## src/rtl/tpw_pkg.sv

```systemverilog
// Package: register map, field positions and encodings of the PWM8/timer16 block
package tpw_pkg;

  // ****************************************************************
  // Register byte offsets
  // ****************************************************************
  localparam logic [7:0] OFF_CTRL   = 8'h00;  // timer_control_register
  localparam logic [7:0] OFF_DUTY   = 8'h04;  // duty_compare_register
  localparam logic [7:0] OFF_MLOW   = 8'h08;  // match_low_byte
  localparam logic [7:0] OFF_MHIGH  = 8'h0C;  // match_high_byte
  localparam logic [7:0] OFF_COUNT  = 8'h10;  // Live counter value
  localparam logic [7:0] OFF_ISTAT  = 8'h14;  // Sticky events, read clears
  localparam logic [7:0] OFF_IMASK  = 8'h18;  // Interrupt mask
  localparam logic [7:0] OFF_STATUS = 8'h1C;  // Flip-flop level and run state

  // ****************************************************************
  // Control register fields
  // ****************************************************************
  localparam int CTL_SEL_LSB  = 0;  // Source clock select, 3 bits
  localparam int CTL_SEL_W    = 3;
  localparam int CTL_RUN      = 3;  // Run / second_counter_start_bit
  localparam int CTL_MODE_LSB = 4;  // Operating mode, 2 bits
  localparam int CTL_TAPSEL   = 6;  // divider_tap_select
  localparam int CTL_FFINIT   = 7;  // Flip-flop initial level
  localparam int CTL_SLOW     = 8;  // Slow clock-gear operation
  localparam int CTL_W        = 9;
  localparam logic [8:0] CTL_RESET = 9'h000;

  // ****************************************************************
  // Interrupt status bits and status register bits
  // ****************************************************************
  localparam int IRQ_PWM   = 0;  // PWM8 overflow
  localparam int IRQ_T16   = 1;  // Timer16 match
  localparam int IRQ_W     = 2;
  localparam int STS_FF    = 0;
  localparam int STS_RUN   = 1;

  // ****************************************************************
  // Source clock select codes
  // ****************************************************************
  localparam logic [2:0] SEL_DIV11 = 3'h0;  // hf/2^11, or lf/2^3 with tap select
  localparam logic [2:0] SEL_DIV7  = 3'h1;
  localparam logic [2:0] SEL_DIV5  = 3'h2;
  localparam logic [2:0] SEL_DIV3  = 3'h3;
  localparam logic [2:0] SEL_LF    = 3'h4;  // Undivided low-frequency clock
  localparam logic [2:0] SEL_DIV1  = 3'h5;  // hf/2
  localparam logic [2:0] SEL_HF    = 3'h6;  // Undivided high-frequency clock

  // Prescaler taps and low-frequency divide
  localparam int PRE_W  = 11;
  localparam int TAP11  = 11;
  localparam int TAP7   = 7;
  localparam int TAP5   = 5;
  localparam int TAP3   = 3;
  localparam int TAP1   = 1;
  localparam int LFDV_W = 3;

  // Operating modes
  typedef enum logic [1:0] {
    TPW_OFF   = 2'b00,
    TPW_PWM8  = 2'b01,
    TPW_TMR16 = 2'b10
  } tpw_mode_t;

endpackage : tpw_pkg

```

## src/rtl/tpw_top.sv

```systemverilog
// Top: 8-bit PWM and 16-bit cascaded timer with an Avalon-MM register slave
//
// Functional notes
// - PWM counts up; duty match toggles flip-flop
// - Overflow toggles flip-flop, clears counter, interrupts
// - Flip-flop initial level programmable; reset clears it
// - PWM pin is inverse of flip-flop
// - Duty staged while running, loaded at interrupt
// - Duty read returns value in effect
// - Stopped pin holds; later init write sets
// - Control bit 3 is run; clear stops
// - Control bit 7 init; clear drives pin high
// - PWM source clock choices; slow limits them
// - Timer16 match interrupts, clears, keeps counting
// - Match register unbuffered, takes effect at once
// - Timer16 source clock choices; slow limits them
`timescale 1ns/1ps

module tpw_top #(
  parameter int CNT_W = 8  // Width of one counter stage
) (
  input  wire logic              clk,
  input  wire logic              rstn,
  input  wire logic [7:0]        avs_address,
  input  wire logic              avs_read,
  input  wire logic              avs_write,
  input  wire logic [31:0]       avs_writedata,
  output logic      [31:0]       avs_readdata,
  output logic                   avs_waitrequest,
  input  wire logic              low_freq_clock,
  output logic                   pwm_output_pin,
  output logic                   irq
);

  // ****************************************************************
  // Declarations
  // ****************************************************************
  logic [tpw_pkg::CTL_W-1:0]    ctrl_r;        // Control register
  logic [CNT_W-1:0]             duty_stage_r;  // Staging half of duty register
  logic [CNT_W-1:0]             duty_act_r;    // Compare value in effect
  logic [2*CNT_W-1:0]           match_r;       // Timer16 match pair
  logic [2*CNT_W-1:0]           cnt_r;         // Cascaded up-counter
  logic                         ff_r;          // output_flipflop
  logic                         ff_nxt;
  logic [tpw_pkg::IRQ_W-1:0]    istat_r;       // Sticky events
  logic [tpw_pkg::IRQ_W-1:0]    istat_nxt;
  logic [tpw_pkg::IRQ_W-1:0]    imask_r;       // Interrupt mask
  logic [tpw_pkg::PRE_W-1:0]    pre_r;         // Free prescaler on clk
  logic                         lf_now_r;      // Sampled low-frequency clock
  logic                         lf_prev_r;
  logic [tpw_pkg::LFDV_W-1:0]   lfdv_r;        // Low-frequency divide by 8
  logic                         wait_r;        // Waitrequest flop
  logic [31:0]                  rdata_r;
  logic                         pin_r;
  logic                         irq_r;
  logic                         acc;           // Request accepted this edge
  logic                         wr_ctrl;
  logic                         wr_duty;
  logic                         rd_istat;
  logic                         lf_rise;
  logic                         lf_div8;
  logic                         tick;          // Selected source clock pulse
  logic                         running;
  logic                         pwm_ovf;       // PWM overflow step
  logic                         pwm_hit;       // PWM duty match step
  logic                         t16_hit;       // Timer16 match step
  tpw_pkg::tpw_mode_t           mode;

  // Prescaler tap: true once every 2^k clocks
  function automatic logic tap_hit(input logic [tpw_pkg::PRE_W-1:0] p, input int k);
    logic [tpw_pkg::PRE_W-1:0] m;
    m = tpw_pkg::PRE_W'((32'h0000_0001 << k) - 32'h0000_0001);
    return (p & m) == m;
  endfunction : tap_hit

  // Field extraction used by bus and counter logic
  assign mode    = tpw_pkg::tpw_mode_t'(ctrl_r[tpw_pkg::CTL_MODE_LSB +: 2]);
  assign running = ctrl_r[tpw_pkg::CTL_RUN];
  assign acc     = (avs_read | avs_write) & ~wait_r;
  assign wr_ctrl = acc & avs_write & (avs_address == tpw_pkg::OFF_CTRL);
  assign wr_duty = acc & avs_write & (avs_address == tpw_pkg::OFF_DUTY);
  assign rd_istat = acc & avs_read & (avs_address == tpw_pkg::OFF_ISTAT);

  // ****************************************************************
  // Source clock generation
  // ****************************************************************

  // Free-running prescaler; the high-frequency clock is clk itself
  always_ff @(posedge clk) begin
    if (!rstn) begin
      pre_r <= '0;
    end else begin
      pre_r <= pre_r + 1'b1;
    end
  end

  // Low-frequency clock is sampled, so it must be well below clk / 2
  always_ff @(posedge clk) begin
    if (!rstn) begin
      lf_now_r  <= 1'b0;
      lf_prev_r <= 1'b0;
      lfdv_r    <= '0;
    end else begin
      lf_now_r  <= low_freq_clock;
      lf_prev_r <= lf_now_r;
      if (lf_rise) begin
        lfdv_r <= lfdv_r + 1'b1;
      end
    end
  end
  assign lf_rise = lf_now_r & ~lf_prev_r;
  assign lf_div8 = lf_rise & (&lfdv_r);

  // Tick multiplexer; slow gear leaves only low-frequency choices
  always_comb begin
    tick = 1'b0;
    case (ctrl_r[tpw_pkg::CTL_SEL_LSB +: tpw_pkg::CTL_SEL_W])
      tpw_pkg::SEL_DIV11: begin
        tick = (ctrl_r[tpw_pkg::CTL_TAPSEL] | ctrl_r[tpw_pkg::CTL_SLOW]) ? lf_div8
             : tap_hit(pre_r, tpw_pkg::TAP11);
      end
      tpw_pkg::SEL_DIV7:  tick = ~ctrl_r[tpw_pkg::CTL_SLOW] & tap_hit(pre_r, tpw_pkg::TAP7);
      tpw_pkg::SEL_DIV5:  tick = ~ctrl_r[tpw_pkg::CTL_SLOW] & tap_hit(pre_r, tpw_pkg::TAP5);
      tpw_pkg::SEL_DIV3:  tick = ~ctrl_r[tpw_pkg::CTL_SLOW] & tap_hit(pre_r, tpw_pkg::TAP3);
      tpw_pkg::SEL_LF:    tick = (mode == tpw_pkg::TPW_PWM8) & lf_rise;
      tpw_pkg::SEL_DIV1: begin
        tick = (mode == tpw_pkg::TPW_PWM8) & ~ctrl_r[tpw_pkg::CTL_SLOW]
             & tap_hit(pre_r, tpw_pkg::TAP1);
      end
      tpw_pkg::SEL_HF:    tick = (mode == tpw_pkg::TPW_PWM8) & ~ctrl_r[tpw_pkg::CTL_SLOW];
      default:            tick = 1'b0;  // Unused code gives no clock
    endcase
  end

  // ****************************************************************
  // Counter events
  // ****************************************************************
  assign pwm_ovf = running & tick & (mode == tpw_pkg::TPW_PWM8)
                 & (&cnt_r[CNT_W-1:0]);
  assign pwm_hit = running & tick & (mode == tpw_pkg::TPW_PWM8)
                 & (cnt_r[CNT_W-1:0] == duty_act_r);
  assign t16_hit = running & tick & (mode == tpw_pkg::TPW_TMR16)
                 & (cnt_r == match_r);

  // Counter: cleared while stopped, wraps on overflow or match
  always_ff @(posedge clk) begin
    if (!rstn) begin
      cnt_r <= '0;
    end else if (!running || mode == tpw_pkg::TPW_OFF) begin
      cnt_r <= '0;
    end else if (pwm_ovf || t16_hit) begin
      cnt_r <= '0;
    end else if (tick) begin
      cnt_r <= (mode == tpw_pkg::TPW_PWM8) ? {{CNT_W{1'b0}}, cnt_r[CNT_W-1:0] + 1'b1}
             : cnt_r + 1'b1;
    end
  end

  // ****************************************************************
  // Output flip-flop and pin
  // ****************************************************************

  // Both toggles may land together when duty is all ones
  always_comb begin
    ff_nxt = ff_r ^ pwm_hit ^ pwm_ovf;
    if (wr_ctrl && !running && !avs_writedata[tpw_pkg::CTL_RUN]) begin
      ff_nxt = avs_writedata[tpw_pkg::CTL_FFINIT];
    end else if (wr_ctrl && !running) begin
      ff_nxt = avs_writedata[tpw_pkg::CTL_FFINIT];
    end
  end

  // Writes that stop the timer leave the level as it was
  always_ff @(posedge clk) begin
    if (!rstn) begin
      ff_r  <= 1'b0;
      pin_r <= 1'b1;
    end else begin
      ff_r  <= ff_nxt;
      pin_r <= ~ff_nxt;
    end
  end

  // ****************************************************************
  // Registers written by software
  // ****************************************************************

  // Control register; clearing run stops at the accepting edge
  always_ff @(posedge clk) begin
    if (!rstn) begin
      ctrl_r <= tpw_pkg::CTL_RESET;
    end else if (wr_ctrl) begin
      ctrl_r <= avs_writedata[tpw_pkg::CTL_W-1:0];
    end
  end

  // Duty: staging always, active loads at interrupt or at once when stopped
  always_ff @(posedge clk) begin
    if (!rstn) begin
      duty_stage_r <= '0;
      duty_act_r   <= '0;
    end else begin
      if (wr_duty) begin
        duty_stage_r <= avs_writedata[CNT_W-1:0];
      end
      if (wr_duty && !running) begin
        duty_act_r <= avs_writedata[CNT_W-1:0];
      end else if (pwm_ovf) begin
        duty_act_r <= duty_stage_r;
      end
    end
  end

  // Match pair has no buffer: new bytes compare on the next tick
  always_ff @(posedge clk) begin
    if (!rstn) begin
      match_r <= '0;
    end else if (acc && avs_write) begin
      if (avs_address == tpw_pkg::OFF_MLOW) begin
        match_r[CNT_W-1:0] <= avs_writedata[CNT_W-1:0];
      end
      if (avs_address == tpw_pkg::OFF_MHIGH) begin
        match_r[2*CNT_W-1:CNT_W] <= avs_writedata[CNT_W-1:0];
      end
    end
  end

  // ****************************************************************
  // Interrupts
  // ****************************************************************

  // Set wins over the read that clears
  always_comb begin
    istat_nxt = rd_istat ? '0 : istat_r;
    if (pwm_ovf) begin
      istat_nxt[tpw_pkg::IRQ_PWM] = 1'b1;
    end
    if (t16_hit) begin
      istat_nxt[tpw_pkg::IRQ_T16] = 1'b1;
    end
  end

  // Status, mask and the level interrupt
  always_ff @(posedge clk) begin
    if (!rstn) begin
      istat_r <= '0;
      imask_r <= '0;
      irq_r   <= 1'b0;
    end else begin
      istat_r <= istat_nxt;
      if (acc && avs_write && avs_address == tpw_pkg::OFF_IMASK) begin
        imask_r <= avs_writedata[tpw_pkg::IRQ_W-1:0];
      end
      irq_r <= |(istat_nxt & imask_r);
    end
  end

  // ****************************************************************
  // Avalon-MM slave
  // ****************************************************************

  // One wait cycle: data is latched while waitrequest is still high
  always_ff @(posedge clk) begin
    if (!rstn) begin
      wait_r  <= 1'b1;
      rdata_r <= '0;
    end else begin
      wait_r <= ~((avs_read | avs_write) & wait_r);
      if (avs_read && wait_r) begin
        case (avs_address)
          tpw_pkg::OFF_CTRL:   rdata_r <= 32'(ctrl_r);
          tpw_pkg::OFF_DUTY:   rdata_r <= 32'(duty_act_r);
          tpw_pkg::OFF_MLOW:   rdata_r <= 32'(match_r[CNT_W-1:0]);
          tpw_pkg::OFF_MHIGH:  rdata_r <= 32'(match_r[2*CNT_W-1:CNT_W]);
          tpw_pkg::OFF_COUNT:  rdata_r <= 32'(cnt_r);
          tpw_pkg::OFF_ISTAT:  rdata_r <= 32'(istat_r);
          tpw_pkg::OFF_IMASK:  rdata_r <= 32'(imask_r);
          tpw_pkg::OFF_STATUS: rdata_r <= 32'({running, ff_r});
          default:             rdata_r <= '0;  // Unmapped reads zero
        endcase
      end
    end
  end

  assign avs_readdata    = rdata_r;
  assign avs_waitrequest = wait_r;
  assign pwm_output_pin  = pin_r;
  assign irq             = irq_r;
endmodule : tpw_top
```

## config.mk

```make
export PLATFORM = sky130hd
export DESIGN_NAME = tpw_top
export DESIGN_NICKNAME = d
export VERILOG_FILES = /design/src/rtl/tpw_pkg.sv /design/src/rtl/tpw_top.sv
export SDC_FILE = /design/constraint.sdc
export NUM_CORES = 1
export LEC_CHECK = 0
export BUFFER_PORTS_ARGS = -buffer_cell sky130_fd_sc_hd__clkbuf_2
export CAP_MARGIN = 10
export CORE_MARGIN = 3
export CORE_UTILIZATION = 61
export DETAILED_ROUTE_END_ITERATION = 16
export PLACE_DENSITY = 0.85
export REMOVE_ABC_BUFFERS = 1
export SYNTH_ARGS = -nofsm -noshare
export SYNTH_HDL_FRONTEND = slang
export SYNTH_SLANG_ARGS = --single-unit
```

## constraint.sdc

```tcl
create_clock -name clk -period 6.81 [get_ports clk]
set_input_delay 1.7025 -clock clk [delete_from_list [all_inputs] [get_ports clk]]
set_output_delay 1.7025 -clock clk [all_outputs]
set_load 0.01 [all_outputs]
```

==> results of run 1 <==
flip-flops by register name, indices dropped and copies added (netlist names):
name and flops:
imask_r 2, lfdv_r 3, match_r 16, lf_now_r 1
pre_r 11, cnt_r 16, irq 1, avs_readdata 16
duty_act_r 8, avs_waitrequest 1, ff_r 1, lf_prev_r 1
ctrl_r 9, pwm_output_pin 1, duty_stage_r 8, istat_r 2
worst min-delay path: cells and delay by family, from the launching register on:
kind / cells / cell delay (ps)
DFF: 1 / 320
AOI/OAI and AO/OA: 1 / 60
and+or+nand+nor: 1 / 50
cell families after synthesis:
| kind of cell | Yosys count | synth area share [%] |
|---|---|---|
| DFF | 97 | 38.70 |
| and+or+nand+nor | 191 | 21.50 |
| adders and majority gates | 6 | 1.496 |
| buffers and inverters | 55 | 6.159 |
| other | 1 | 0.07474 |
| AOI/OAI and AO/OA | 70 | 10.30 |
| xor gates and xnor gates | 43 | 7.506 |
| muxes | 59 | 14.26 |
power groups by stage:
| stage | clock, mW | combinational [mW] | sequential, mW |
|---|---|---|---|
| floorplan | 0 | 0.0220 | 0.586 |
| global placement | 0 | 0.0437 | 0.586 |
| detailed placement | 0 | 0.0453 | 0.587 |
| CTS | 0.427 | 0.0455 | 0.574 |
| global route | 0.449 | 0.0501 | 0.574 |
| finish | 0.419 | 0.0453 | 0.574 |
final cells by class:
cell class	count	area [µm²]	share of cell area [%]
inverters	3	11.26	0.2108
well taps	102	127.6	2.389
flip-flops and latches	97	1942	36.36
repair buffers	42	215.2	4.029
multi-input cells	385	2823	52.85
clock buffers	9	123.9	2.319
clock inverters	7	98.84	1.851
path summary, 6_finish.rpt:
check / cells past startpoint / startpoint / slack [ps] / endpoint
setup / recovery: 7 / avs_address[5] / 2690 / duty_act_r[1]
hold / removal: 2 / avs_readdata[12] / 470 / avs_readdata[12]
setup reg to reg: 9 / pre_r[0] / 3410 / cnt_r[3]
hold reg to reg: 2 / avs_readdata[12] / 470 / avs_readdata[12]
layout by cell type, fill, tap and decap left out, types with 6 or more instances in the layout:
master | Yosys | layout
nor4_1 | 6 | 6
clkbuf_2 | 1 | 40
o21ai_0 | 6 | 6
and2_1 | 15 | 15
o21ai_1 | 9 | 9
xnor2_1 | 18 | 18
clkbuf_8 | 0 | 9
mux4_2 | 10 | 10
nand2_1 | 42 | 42
a21boi_0 | 9 | 9
a21oi_1 | 22 | 22
nor2b_1 | 51 | 51
conb_1 | 1 | 16
xor2_1 | 25 | 25
ha_1 | 6 | 6
nor2_1 | 12 | 12
nand4_1 | 6 | 6
or3_1 | 6 | 6
nand3_1 | 20 | 20
dfxtp_1 | 97 | 97
mux2i_1 | 49 | 49
per-layer routing:
| layer | vias up | GRT usage [%] | wire [µm] |
|---|---|---|---|
| met5 | - | 0 | 0 |
| met1 | 1865 | 31.36 | 4929 |
| met4 | 0 | 9.287 | 204 |
| met2 | 135 | 38.96 | 5263 |
| met3 | 17 | 5.263 | 677 |
| li1 | 1815 | - | - |
through the flow:
stage | worst slack (ps) | cell area [µm²] | instances | hold WS (ps)
final | 2685 | 5341 | 645 | 466.4
after global placement | 2506 | 5119 | 629 | 428.9
after floorplan | 3188 | 4776 | 485 | 421.4
after global routing | 2404 | 5341 | 645 | 497.1
after CTS | 2714 | 5341 | 645 | 475.1
after detailed placement | 2325 | 5119 | 629 | 454.8
==> metrics, run 1 <==
fmax 242.4 MHz; core area 0.007848 mm²; clock slew at reported path FFs 90 ps; most used flip-flop cell after synthesis dfxtp_1; CTS Buf Count 9; synth unique cells 58; MaxCap Viol Count 0; wire per inst 17.17 µm; setup bufs post-CTS 0; # hold bufs at CTS 0; #FFs+latches synth 97; ranking of synthesized cells by area dfxtp_1, mux2i_1, nor2b_1; post-layout util 68.06%; number of clock sinks 97; Int Power 797.6 µW; Via Count 3832; WL final 11070 µm; Synth Instances 522; WP buf/inv 1; number of nets in the layout 589; CTS tree done; crit-path max cell delay 920 ps; slew at the pin closest to its max-slew limit 1005 ps; initial core utilization 63.93%; DR DRC count 0; critical path launch point type input port; GP Congestion 0.8934; Skew-Pair Late Insertion Delay 380 ps; layout cells sized above 1 15.47%; fin crit period 4125 ps; Setup Skew 15.71 ps; # fillers 620; HP Class reg2reg; setup TNS 0 ps; Synth Cell Area 0.005017 mm²; YS warnings 0; initial antenna violation count 0; H-tree depth 3; # diodes 0; # IOs 80; root buf cell clkbuf_8; die height 96.69 µm; most frequent cell after synthesis dfxtp_1; Routed Antenna Nets 0; GRT overflow 0; WP data arrival 4430 ps; Syn Area/Cell 9.612 µm²; Relative slew margins 33.00%; Tot Pwr 1.038 mW; Crit Path Class in2reg; area delta synth->final 6.459%; Post-synth EDFFs 0; GRT Overall Usage 24.04%; critical-path cell list clkbuf_2, nor3_1, and4b_1, nand3b_1, nor3b_1, nand2_1, o21ai_1; Vias/cell 5.941; Net Sw Frac 23.13%; HPWL Detailed 8056 µm; NetSw 240.1 µW; Max IR drop VDD 0.1462 mV; Tcrit/Tclk final 60.57%; num rows 32; sequential area share after synthesis 38.70%; crit end category flip-flop; status complete, no violations; pwr/cell area 194.3 mW/mm²; required time of the critical path 7120 ps; RSZ-0062 raised after global routing false; Die Wd 96.69 µm; Final setup viols 0; vias in the first global route 3640; Slew Limit Fails 0; First-pass DRT Iterations 4; power share of the clock group 40.3%; Leakage Power 2.162 nW; area share of the largest cell type after synthesis 38.70%; Seq pwr share 55.3%; pin count of the biggest net entering global routing 78; post-synth top area cell dfxtp_1; top cells by count, synth dfxtp_1, nor2b_1, mux2i_1; CP max stage cell nor3b_1; first-pass GRT wire length 18220 µm; fraction of registers with async set or reset after synthesis 0%; die area 0.009349 mm²; Logic pwr share 4.4%; Clock Path Buffers 2; final hold vios 0; Iter 0 DRT Violations 213; post_cts resized 0; delay-heaviest family, CP simple AND/OR/NAND/NOR gates; number of I/O port buffers 40; Crit Path Max Fanout 10
No activity file was read; power rests on OpenSTA's default activity.
==> run 2: changes to the inputs <==
CORE_UTILIZATION = 57   (was 61)
PLACE_DENSITY = 0.8   (was 0.85)
clock period = 4 ns   (was 6.81 ns; I/O delays follow)
==> run 2 against run 1 <==
Net effect: clock power increased by 46%; sequential share of layout area hardly changed; non-clock buffer count grew 4; clock-buffer cell count grew 3; sequential power increased by 70%; routed wire length up 0.28%; setup slack worse by 1800 ps; first-iteration DRC count down 3.3%; via count down 1.4%; critical endpoint unchanged; largest cell class unchanged.
==> metrics, run 2 (same netlist as run 1, synthesis figures left out) <==
final hold vios 0; num rows 33; Tcrit/Tclk final 79.03%; CTS Buf Count 9; setup TNS 0 ps; first-pass GRT wire length 18410 µm; Relative slew margins 50.44%; number of clock sinks 97; wire per inst 17.06 µm; Max IR drop VDD 0.2512 mV; root buf cell clkbuf_8; required time of the critical path 4220 ps; initial core utilization 59.86%; Skew-Pair Late Insertion Delay 360 ps; Crit Path Class reg2reg; Die Wd 99.82 µm; Clock Path Buffers 2; # IOs 80; number of nets in the layout 593; Routed Antenna Nets 0; critical path launch point type flip-flop; die height 99.82 µm; CTS tree done; fmax 316.3 MHz; pwr/cell area 311.9 mW/mm²; First-pass DRT Iterations 5; MaxCap Viol Count 0; setup bufs post-CTS 0; core area 0.008382 mm²; number of I/O port buffers 40; Vias/cell 5.802; DR DRC count 0; # diodes 0; HP Class reg2reg; vias in the first global route 3629; Crit Path Max Fanout 14; H-tree depth 3; initial antenna violation count 0; Multi-input gate area 0.002823 mm²; post_cts resized 0; status complete, no violations; WL final 11110 µm; Via Count 3777; crit end category flip-flop; Setup Skew 9.793 ps; pin count of the biggest net entering global routing 47; fin crit period 3161 ps; area delta synth->final 6.484%; clock slew at reported path FFs 90 ps; HPWL Detailed 8373 µm; # fillers 706; Slew Limit Fails 0; Leakage Power 2.166 nW; GRT Overall Usage 23.44%; FF+latch area 0.001942 mm²; WP data arrival 3380 ps; Hold Crit Depth 1; GRT overflow 0; GP Congestion 0.9225; slew at the pin closest to its max-slew limit 743.4 ps; worst reg2reg path depth 10; # hold bufs at CTS 0; RSZ-0062 raised after global routing false; most frequent cells in the layout dfxtp_1, nor2b_1, mux2i_1; Final setup viols 0; Iter 0 DRT Violations 206; most common cell after layout, fill and taps aside dfxtp_1; die area 0.009964 mm²; worst hold slack 468.4 ps; layout cells sized above 1 15.93%
run 2: cell count changes in the layout (fill, tap and decap cells not counted):
cell / previous run / this run
clkinv_4: 0 / 2
clkbuf_8: 9 / 12
clkinv_2: 1 / 0
buf_4: 2 / 6
inv_6: 3 / 0
bufinv_16: 2 / 0
run 2: path summary, 6_finish.rpt:
path                               start  slack (ps)       endpoint
worst max-delay path            pre_r[0]         840  duty_act_r[1]
worst min-delay path            lf_now_r         470      lf_prev_r
worst max register to register  pre_r[0]         840  duty_act_r[1]
worst min register to register  lf_now_r         470      lf_prev_r
run 2: critical path: stages, from the launching register on:
cell and delay [ps]:
dfxtp_1 470, ha_1 280, and3_2 200, ha_1 130, a21oi_1 60, or4_1 470
o22a_2 400, a2111oi_4 430, buf_4 280, mux2i_1 210, o21ai_1 90
run 2: cell type report:
cell class	count	share of cell area, %
clock buffer	12	3.091
clock inverter	3	0.4684
inverter	3	0.2108
multi-input combinational	385	52.83
sequential	97	36.35
tap	105	2.459
timing repair buffer	46	4.590
run 2: power by group:
| part | switching, mW | internal, mW |
|---|---|---|
| Combinational | 0.0477 | 0.0304 |
| Clock | 0.335 | 0.276 |
| Sequential | 0.00632 | 0.970 |
| Total | 0.389 | 1.28 |
run 2: through the flow:
stage / cell area [µm²] / worst slack (ps) / power (mW) / cells / util, %
global route: 5343 / 670.2 / 1.723 / 651 / 63.74
CTS: 5343 / 873.6 / 1.675 / 651 / 63.74
global placement: 5152 / 952.1 / 1.075 / 636 / 61.47
finish: 5343 / 838.9 / 1.666 / 651 / 63.74
floorplan: 4776 / 1080 / 1.035 / 485 / -
detailed placement: 5152 / 901.0 / 1.077 / 636 / 61.47
run 2: routing by layer:
layer | GRT usage [%] | share of wire, % | vias up
met2 | 36.89 | 46 | 144
li1 | - | - | 1831
met1 | 31.66 | 45 | 1779
met4 | 8.718 | 2.1 | 0
met5 | 0 | 0 | -
met3 | 5.073 | 6.4 | 23
